==> config.mk <==
export PLATFORM = sky130hd
export DESIGN_NAME = timer16
export DESIGN_NICKNAME = d
export VERILOG_FILES = /design/src/logic/timer16_pkg.sv /design/src/logic/timer16.sv
export SDC_FILE = /design/constraint.sdc
export NUM_CORES = 1
export LEC_CHECK = 0
export ABC_AREA = 1
export BUFFER_PORTS_ARGS = -buffer_cell sky130_fd_sc_hd__buf_2
export CAP_MARGIN = 20
export CORE_MARGIN = 2
export CORE_UTILIZATION = 55
export DETAILED_ROUTE_END_ITERATION = 8
export PLACE_DENSITY = 0.74
export SLEW_MARGIN = 10
export SYNTH_ARGS = -nofsm -noshare
export SYNTH_HDL_FRONTEND = slang
export SYNTH_SLANG_ARGS = --single-unit
export TNS_END_PERCENT = 30
==> constraint.sdc <==
create_clock -name sys_clk -period 2.6 [get_ports sys_clk]
set_input_delay 0.52 -clock sys_clk [delete_from_list [all_inputs] [get_ports sys_clk]]
set_output_delay 0.52 -clock sys_clk [all_outputs]
set_load 0.005 [all_outputs]
==> src/logic/timer16_pkg.sv <==
// Constants, register map and field layout of the 16-bit timer/event counter.
// Assumes a 32-bit APB slave port with byte addresses, one word per register.
package timer16_pkg;

    localparam int          ADDR_W       = 8;
    localparam int          CNT_W        = 16;
    localparam int          PRE_W        = 8;

    // Register byte offsets
    localparam logic [7:0]  CTRL_OFS     = 8'h00;
    localparam logic [7:0]  TRIG_OFS     = 8'h04;
    localparam logic [7:0]  CCA_OFS      = 8'h08;
    localparam logic [7:0]  CCB_OFS      = 8'h0c;
    localparam logic [7:0]  COUNT_OFS    = 8'h10;
    localparam logic [7:0]  IRQ_STAT_OFS = 8'h14;
    localparam logic [7:0]  IRQ_CLR_OFS  = 8'h18;
    localparam logic [7:0]  IRQ_EN_OFS   = 8'h1c;

    // Control and trigger register fields
    localparam int          MODE_LSB     = 0;
    localparam int          CAP_SRC_BIT  = 2;
    localparam int          EDGE_A_LSB   = 3;
    localparam int          EDGE_B_LSB   = 5;
    localparam int          CAP_A_BIT    = 7;
    localparam int          CAP_B_BIT    = 8;
    localparam int          OUT_EN_BIT   = 9;
    localparam int          PPG_BIT      = 10;
    localparam int          ONESHOT_BIT  = 11;
    localparam int          EXT_EV_BIT   = 12;
    localparam int          CLK_SEL_LSB  = 13;
    localparam int          CTRL_W       = 16;
    localparam int          OSPT_BIT     = 0;

    // Interrupt status bits
    localparam int          IRQ_A_BIT    = 0;
    localparam int          IRQ_B_BIT    = 1;
    localparam int          IRQ_OVF_BIT  = 2;
    localparam int          IRQ_W        = 3;

    // Reset values and event-counting arm edge count
    localparam logic [15:0] CTRL_RST     = 16'h0000;
    localparam logic [15:0] CC_RST       = 16'hffff;
    localparam logic [2:0]  IRQ_EN_RST   = 3'h0;
    localparam logic [1:0]  EV_ARM_EDGES = 2'h2;

    typedef enum logic [1:0] {
        MODE_STOP      = 2'b00,
        MODE_CLR_EDGE  = 2'b01,
        MODE_FREE      = 2'b10,
        MODE_CLR_MATCH = 2'b11
    } mode_t;

    typedef enum logic [1:0] {
        EDGE_FALL = 2'b00,
        EDGE_RISE = 2'b01,
        EDGE_NONE = 2'b10,
        EDGE_BOTH = 2'b11
    } edge_sel_t;

endpackage : timer16_pkg

==> src/logic/timer16.sv <==
// 16-bit timer/event counter with two capture/compare registers behind APB.
// Assumes edge inputs already synchronous to sys_clk; one clock domain.
`timescale 1ns/1ps

// Overview of operation
// Nonzero mode code starts counting at once
// Start unaligned to count tick, one-tick error
// One-shot only in free-run or edge-clear modes
// Source select 1, both edges: no capture; the code still captures into register b
// Source select 1: input b only interrupts
// Software avoids compare rewrites near a match
// Unsynchronised compare b rewrite may toggle output
// Event counting starts after two valid edges
// Software never loads zero in pulse modes
// Pulse period a+1, duty (b+1)/(a+1)
// Software waits before retriggering a one-shot
// External trigger stays live in software one-shot
// Match with register a pulses interrupt a
module timer16
    import timer16_pkg::*;
(
    input  wire logic                sys_clk,
    input  wire logic                srst,
    input  wire logic [ADDR_W-1:0]   paddr,
    input  wire logic                psel,
    input  wire logic                penable,
    input  wire logic                pwrite,
    input  wire logic [31:0]         pwdata,
    output logic      [31:0]         prdata,
    output logic                     pready,
    output logic                     pslverr,
    input  wire logic                edge_input_a,
    input  wire logic                edge_input_b,
    output logic                     timer_output_pin,
    output logic                     match_capture_irq_a,
    output logic                     irq
);

    ////////////////////////////////////////////////////////////////////////////
    // State

    typedef struct packed {
        logic [CTRL_W-1:0] ctrl;
        logic [CNT_W-1:0]  sixteenBitCounter;
        logic [CNT_W-1:0]  captureCompareRegA;
        logic [CNT_W-1:0]  captureCompareRegB;
        logic [IRQ_W-1:0]  irqStat;
        logic [IRQ_W-1:0]  irqEn;
        logic [PRE_W-1:0]  pre;
        logic              prevA;
        logic              prevB;
        logic [1:0]        evArm;
        logic              osArmed;
        logic              outLevel;
        logic              irqAPulse;
        logic              irqLine;
        logic              ready;
        logic              slvErr;
        logic [31:0]       rdata;
    } state_t;

    state_t state_reg;
    state_t state_next;

    ////////////////////////////////////////////////////////////////////////////
    // Helpers

    function automatic logic edgeValid(input logic prev, input logic cur,
                                       input logic [1:0] sel);
        logic rise;
        logic fall;
        rise = ~prev & cur;
        fall = prev & ~cur;
        case (edge_sel_t'(sel))
            EDGE_FALL: edgeValid = fall;
            EDGE_RISE: edgeValid = rise;
            EDGE_BOTH: edgeValid = rise | fall;
            default:   edgeValid = 1'b0;
        endcase
    endfunction : edgeValid

    function automatic logic [PRE_W-1:0] divMask(input logic [2:0] sel);
        divMask = PRE_W'((9'h001 << sel) - 9'h001);
    endfunction : divMask

    ////////////////////////////////////////////////////////////////////////////
    // Decoded controls

    mode_t      mode;
    logic       running;
    logic       capSrc;
    logic [1:0] edgeASel;
    logic       capModeA;
    logic       capModeB;
    logic       outEn;
    logic       ppgEn;
    logic       oneshotEn;
    logic       extEvent;
    logic [2:0] clkSel;

    always_comb begin
        mode      = mode_t'(state_reg.ctrl[MODE_LSB +: 2]);
        running   = (mode != MODE_STOP);
        capSrc    = state_reg.ctrl[CAP_SRC_BIT];
        edgeASel  = state_reg.ctrl[EDGE_A_LSB +: 2];
        capModeA  = state_reg.ctrl[CAP_A_BIT];
        capModeB  = state_reg.ctrl[CAP_B_BIT];
        outEn     = state_reg.ctrl[OUT_EN_BIT];
        ppgEn     = state_reg.ctrl[PPG_BIT];
        oneshotEn = state_reg.ctrl[ONESHOT_BIT];
        extEvent  = state_reg.ctrl[EXT_EV_BIT];
        clkSel    = state_reg.ctrl[CLK_SEL_LSB +: 3];
    end

    ////////////////////////////////////////////////////////////////////////////
    // Next state

    logic       setup;
    logic       wrAcc;
    logic       mapped;
    logic       validA;
    logic       validB;
    logic       tick;
    logic       presTick;
    logic       evTick;
    logic       matchA;
    logic       matchB;
    logic       overflow;
    logic       osAllowed;
    logic       trig;
    logic       capAEvt;
    logic       capBEvt;
    logic       irqAEvt;
    logic       irqBEvt;
    logic       reapplyB;
    logic [2:0] irqClr;
    logic [2:0] irqSet;

    always_comb begin
        state_next = state_reg;

        setup  = psel & ~penable;
        wrAcc  = psel & penable & state_reg.ready & pwrite;
        mapped = (paddr == CTRL_OFS) || (paddr == TRIG_OFS) || (paddr == CCA_OFS)
              || (paddr == CCB_OFS) || (paddr == COUNT_OFS) || (paddr == IRQ_STAT_OFS)
              || (paddr == IRQ_CLR_OFS) || (paddr == IRQ_EN_OFS);

        validA = edgeValid(state_reg.prevA, edge_input_a, edgeASel);
        validB = edgeValid(state_reg.prevB, edge_input_b, state_reg.ctrl[EDGE_B_LSB +: 2]);
        state_next.prevA = edge_input_a;
        state_next.prevB = edge_input_b;

        // Prescaler runs free, so a start lands anywhere in a tick period
        state_next.pre = state_reg.pre + 8'h01;
        presTick = ((state_reg.pre & divMask(clkSel)) == divMask(clkSel));

        // Event counting: the first two valid edges only arm the counter
        evTick = 1'b0;
        if (!running) begin
            state_next.evArm = 2'h0;
        end else if (extEvent && validA) begin
            if (state_reg.evArm != EV_ARM_EDGES) begin
                state_next.evArm = state_reg.evArm + 2'h1;
            end else begin
                evTick = 1'b1;
            end
        end

        tick = running & (extEvent ? evTick : presTick);

        matchA = tick & ~capModeA
               & (state_reg.sixteenBitCounter == state_reg.captureCompareRegA);
        matchB = tick & ~capModeB
               & (state_reg.sixteenBitCounter == state_reg.captureCompareRegB);
        overflow = tick & (mode != MODE_CLR_MATCH)
                 & (state_reg.sixteenBitCounter == 16'hffff);

        // Match-clear mode never overflows, so it cannot run a one-shot
        osAllowed = oneshotEn & ((mode == MODE_FREE) | (mode == MODE_CLR_EDGE));
        // The pin trigger stays live next to the software trigger
        trig = osAllowed & ((wrAcc & (paddr == TRIG_OFS) & pwdata[OSPT_BIT])
                            | (validA & ~extEvent));

        // Counter
        if (!running) begin
            state_next.sixteenBitCounter = '0;
        end else if (trig || (mode == MODE_CLR_EDGE && validA && !extEvent)) begin
            state_next.sixteenBitCounter = '0;
        end else if (tick) begin
            if (mode == MODE_CLR_MATCH
                && state_reg.sixteenBitCounter == state_reg.captureCompareRegA) begin
                state_next.sixteenBitCounter = '0;
            end else begin
                state_next.sixteenBitCounter = state_reg.sixteenBitCounter + 16'h0001;
            end
        end

        // Capture; source select 1 with both edges on input a blocks capture into register a
        capAEvt = running & capModeA
                & (capSrc ? (validA & (edge_sel_t'(edgeASel) != EDGE_BOTH))
                          : validB);
        capBEvt = running & capModeB & validA;
        if (capAEvt) begin
            state_next.captureCompareRegA = state_reg.sixteenBitCounter;
        end
        if (capBEvt) begin
            state_next.captureCompareRegB = state_reg.sixteenBitCounter;
        end

        // Input b still interrupts when it no longer captures
        irqAEvt = matchA | capAEvt | (running & capSrc & validB);
        irqBEvt = matchB | capBEvt;

        // Compare b takes a write at once; hitting the live count re-fires it
        reapplyB = wrAcc & (paddr == CCB_OFS) & running & ~capModeB
                 & (pwdata[15:0] == state_reg.sixteenBitCounter);

        // Timer output
        if (!outEn || !running) begin
            state_next.outLevel = 1'b0;
            state_next.osArmed  = 1'b0;
        end else if (ppgEn && mode == MODE_CLR_MATCH) begin
            // High for counts 0..b of each 0..a period
            state_next.outLevel = (state_reg.sixteenBitCounter
                                   <= state_reg.captureCompareRegB);
        end else if (osAllowed) begin
            if (trig) begin
                state_next.osArmed  = 1'b1;
                state_next.outLevel = 1'b0;
            end else if (state_reg.osArmed && matchB) begin
                state_next.outLevel = 1'b1;
            end else if (state_reg.osArmed && matchA) begin
                state_next.outLevel = 1'b0;
                state_next.osArmed  = 1'b0;
            end
        end else if (matchA ^ (matchB | reapplyB)) begin
            state_next.outLevel = ~state_reg.outLevel;
        end

        // Register writes
        irqClr = 3'h0;
        if (wrAcc) begin
            case (paddr)
                CTRL_OFS:    state_next.ctrl = pwdata[CTRL_W-1:0];
                CCA_OFS: begin
                    if (!capAEvt) begin
                        state_next.captureCompareRegA = pwdata[15:0];
                    end
                end
                CCB_OFS: begin
                    if (!capBEvt) begin
                        state_next.captureCompareRegB = pwdata[15:0];
                    end
                end
                IRQ_CLR_OFS: irqClr = pwdata[IRQ_W-1:0];
                IRQ_EN_OFS:  state_next.irqEn = pwdata[IRQ_W-1:0];
                default:     ;
            endcase
        end

        // Sticky status; a new event beats a clear in the same cycle
        irqSet = '0;
        irqSet[IRQ_A_BIT]   = irqAEvt;
        irqSet[IRQ_B_BIT]   = irqBEvt;
        irqSet[IRQ_OVF_BIT] = overflow;
        state_next.irqStat   = (state_reg.irqStat & ~irqClr) | irqSet;
        state_next.irqLine   = |(state_next.irqStat & state_next.irqEn);
        state_next.irqAPulse = irqAEvt;

        // APB answer: zero wait states, data prepared in the setup cycle
        state_next.ready  = setup;
        state_next.slvErr = setup & ~mapped;
        if (setup) begin
            case (paddr)
                CTRL_OFS:     state_next.rdata = {16'h0000, state_reg.ctrl};
                CCA_OFS:      state_next.rdata = {16'h0000, state_reg.captureCompareRegA};
                CCB_OFS:      state_next.rdata = {16'h0000, state_reg.captureCompareRegB};
                COUNT_OFS:    state_next.rdata = {16'h0000, state_reg.sixteenBitCounter};
                IRQ_STAT_OFS: state_next.rdata = {29'h0, state_reg.irqStat};
                IRQ_EN_OFS:   state_next.rdata = {29'h0, state_reg.irqEn};
                default:      state_next.rdata = 32'h0000_0000;
            endcase
        end
    end

    ////////////////////////////////////////////////////////////////////////////
    // Registers

    always_ff @(posedge sys_clk) begin
        if (srst) begin
            state_reg                    <= '0;
            state_reg.ctrl               <= CTRL_RST;
            state_reg.captureCompareRegA <= CC_RST;
            state_reg.captureCompareRegB <= CC_RST;
            state_reg.irqEn              <= IRQ_EN_RST;
        end else begin
            state_reg <= state_next;
        end
    end

    assign prdata              = state_reg.rdata;
    assign pready              = state_reg.ready;
    assign pslverr             = state_reg.slvErr;
    assign timer_output_pin    = state_reg.outLevel;
    assign match_capture_irq_a = state_reg.irqAPulse;
    assign irq                 = state_reg.irqLine;

endmodule : timer16

==> qor.yml <==
ir_drop_mv: 0.549
largest_reg_flops: 68
vias_per_cell: 5.81
period_needed_ns: 2.36
worst_path_most_repeated_cell: "nor2_1"
critPathLaunch: "state_reg[70]"
clock_sinks: 103
rr_worst_depth: 12
drt-initial-drc-count: 759
cp_slowest_stage_delay_ns: 0.35
placedCellCount: 1100
drive_gt1_share_pct: 13.5
ys_ff_latch: 103
finalSetupViolCount: 0
netlist_instances: 919
synth-async-reset-ratio_pct: 0
first_global_vias: 5793
gr-total-overflow: 0
max_freq_ghz: 0.424
clkTransAtPathRegs_ns: 0.07
finalHoldViolCount: 0
yosys_warnings: 0
synth_cell_types: 46
ioPinCount: 84
critical_path_class: "reg2reg"
final_cells: 1116
drc: 0
num_antenna_cells: 0
wl_per_cell_um: 17.0
cts-htree-levels: 3
tightest_slew_ns: 0.571
crit_arrival_ns: 2.67
synth_edf_count: 0
die_x_um: 110
avgSynthCellArea_um2: 6.76
antenna_found_initial: 0
syn-cell-area_mm2: 0.00621
r2r_start: "state_reg[70]"
endpoint_kind: "flip-flop"
hold_path_class: "in2reg"
die_area_mm2: 0.0122
crit_required_ns: 2.91
status: "completed"
yosysSeqAreaShare_pct: 33.2
synth_ff_type: "dfxtp_1"
fin_worst_skew_ns: 0.00689
cts_tree: "yes"
areaGrowthSynthToFinish_pct: 11.6
holdPathStages: 3
p_leak_nw: 3.24
drv_cap: 0
cts_root_buf: "clkbuf_16"
fin_nets: 1045
die_h_um: 110
hp-start: "edge_input_b"
cp_slowest_cell: "dfxtp_1"
cts_inserted_buffers: 9
rows: 38
drv_slew: 0
via_count: 6485
grt_max_degree: 37
power_w: 0.00314
crit_path_max_fanout: 4
drtPass1Iterations: 5
core-area_mm2: 0.0109
cts-hold-fix-buffers: 0
timing.final.crit_share_pct: 90.7
routabilityCongestion: 0.974
cts_setup_buffers: 0
clockBufferDepth: 2
port_buffers: 51
cp_cell_sequence: "inv_1, ha_1, nand2_1, nor2_1, nand4_1, nor3_1, nand3_1, nor3_1, nand2_1, nand3_1, nor2_1, nor2_1"
startpoint_type: "flip-flop"
cts_resized: 0
track_usage_pct: 32.7
max_slew_margin_pct: 61.7
ant_nets: 0
cellPowerDensity_mw_per_mm2: 453
dpl.hpwl_um: 14100
grt_first_pass_wirelength_um: 29900
clk_latency_ns: 0.37
start_util_pct: 56.8
routed_wl_um: 19000
[area by class of cell]
type / instances / area (µm²)
timing repair buffer: 92 / 576
clock buffer: 10 / 229
clock inverter: 6 / 61.3
fill: 1074 / 4000
inverter: 130 / 490
tap: 140 / 175
sequential: 103 / 2060
multi-input combinational: 635 / 3340
[cells by family (layout without fill, tap and decap cells)]
| group | count (synthesis) | in the layout | share of synthesized area (%) |
|---|---|---|---|
| buf+inv | 196 | 238 | 14.0 |
| xor+xnor | 5 | 5 | 0.705 |
| other cells | 1 | 16 | 0.0603 |
| flops | 103 | 103 | 33.2 |
| compound gates | 263 | 263 | 24.0 |
| simple gates | 324 | 324 | 22.6 |
| fa+ha+maj | 27 | 27 | 5.44 |
[final timing paths]
check                          end  slack [ns]
hold / removal       state_reg[40]        0.39
hold reg to reg          prdata[5]        0.46
setup reg to reg  timer_output_pin        0.24
setup / recovery  timer_output_pin        0.24
[where the power goes]
part | internal, W | switching, W | total, W | leakage, nW
Combinational | 0.0000525 | 0.000108 | 0.000161 | 2.26
Sequential | 0.00159 | 0.00000597 | 0.00159 | 0.833
Clock | 0.000744 | 0.000645 | 0.00139 | 0.142
Total | 0.00238 | 0.000759 | 0.00314 | 3.24
[cells in the mapped netlist, types with 17 or more instances]
| library cell | n | area, µm² |
|---|---|---|
| nand2_1 | 178 | 668 |
| inv_1 | 123 | 462 |
| dfxtp_1 | 103 | 2060 |
| o21ai_0 | 86 | 430 |
| a21oi_1 | 85 | 425 |
| nor2_1 | 74 | 278 |
| o22ai_1 | 50 | 313 |
| buf_4 | 32 | 240 |
| nand3_1 | 32 | 160 |
| ha_1 | 27 | 338 |
| clkbuf_1 | 26 | 97.6 |
| nor3_1 | 17 | 85.1 |
[through the flow]
step | setup WS (ns) | setup TNS, ns | util (%) | instance area [µm²] | hold slack [ns]
finish | 0.242 | 0 | 63.4 | 6930 | 0.388
global route | -0.000356 | -0.000615 | 63.4 | 6930 | 0.416
CTS | 0.265 | 0 | 63.4 | 6930 | 0.392
detailed placement | 0.165 | 0 | 60.7 | 6640 | 0.452
global placement | 0.205 | 0 | 60.7 | 6640 | 0.449
floorplan | 0.514 | 0 | - | 6270 | 0.430
[layout by cell type (no fill, tap or decap), types with 3 or more instances in the layout]
cell	count
a221oi_1	3
o21ai_1	7
buf_2	51
nor3_1	17
nand3_1	32
nor4_1	3
or2_2	4
o211ai_1	4
conb_1	16
o221ai_1	11
dfxtp_1	103
o21ai_0	86
a21oi_1	85
nor2_1	74
buf_4	40
ha_1	26
clkbuf_16	9
clkinv_2	3
inv_2	4
o22ai_1	50
a31oi_1	6
inv_1	123
nand2_1	178
xor2_1	5
[worst max-delay path, delay by kind of cell, from the launching register on]
kind | cells | cell delay [ns]
simple gates | 10 | 1.58
flops | 1 | 0.35
fa+ha+maj | 1 | 0.28
buf+inv | 1 | 0.08
[per-layer routing]
layer | up-vias | GRT usage (%) | routed length, µm
li1 | 3138 | - | -
met1 | 2913 | 45.1 | 8220
met2 | 380 | 51.3 | 8230
met3 | 54 | 6.35 | 1970
met4 | 0 | 11.3 | 588
met5 | - | 0 | 0
No activity file was read; power rests on OpenSTA's default activity.
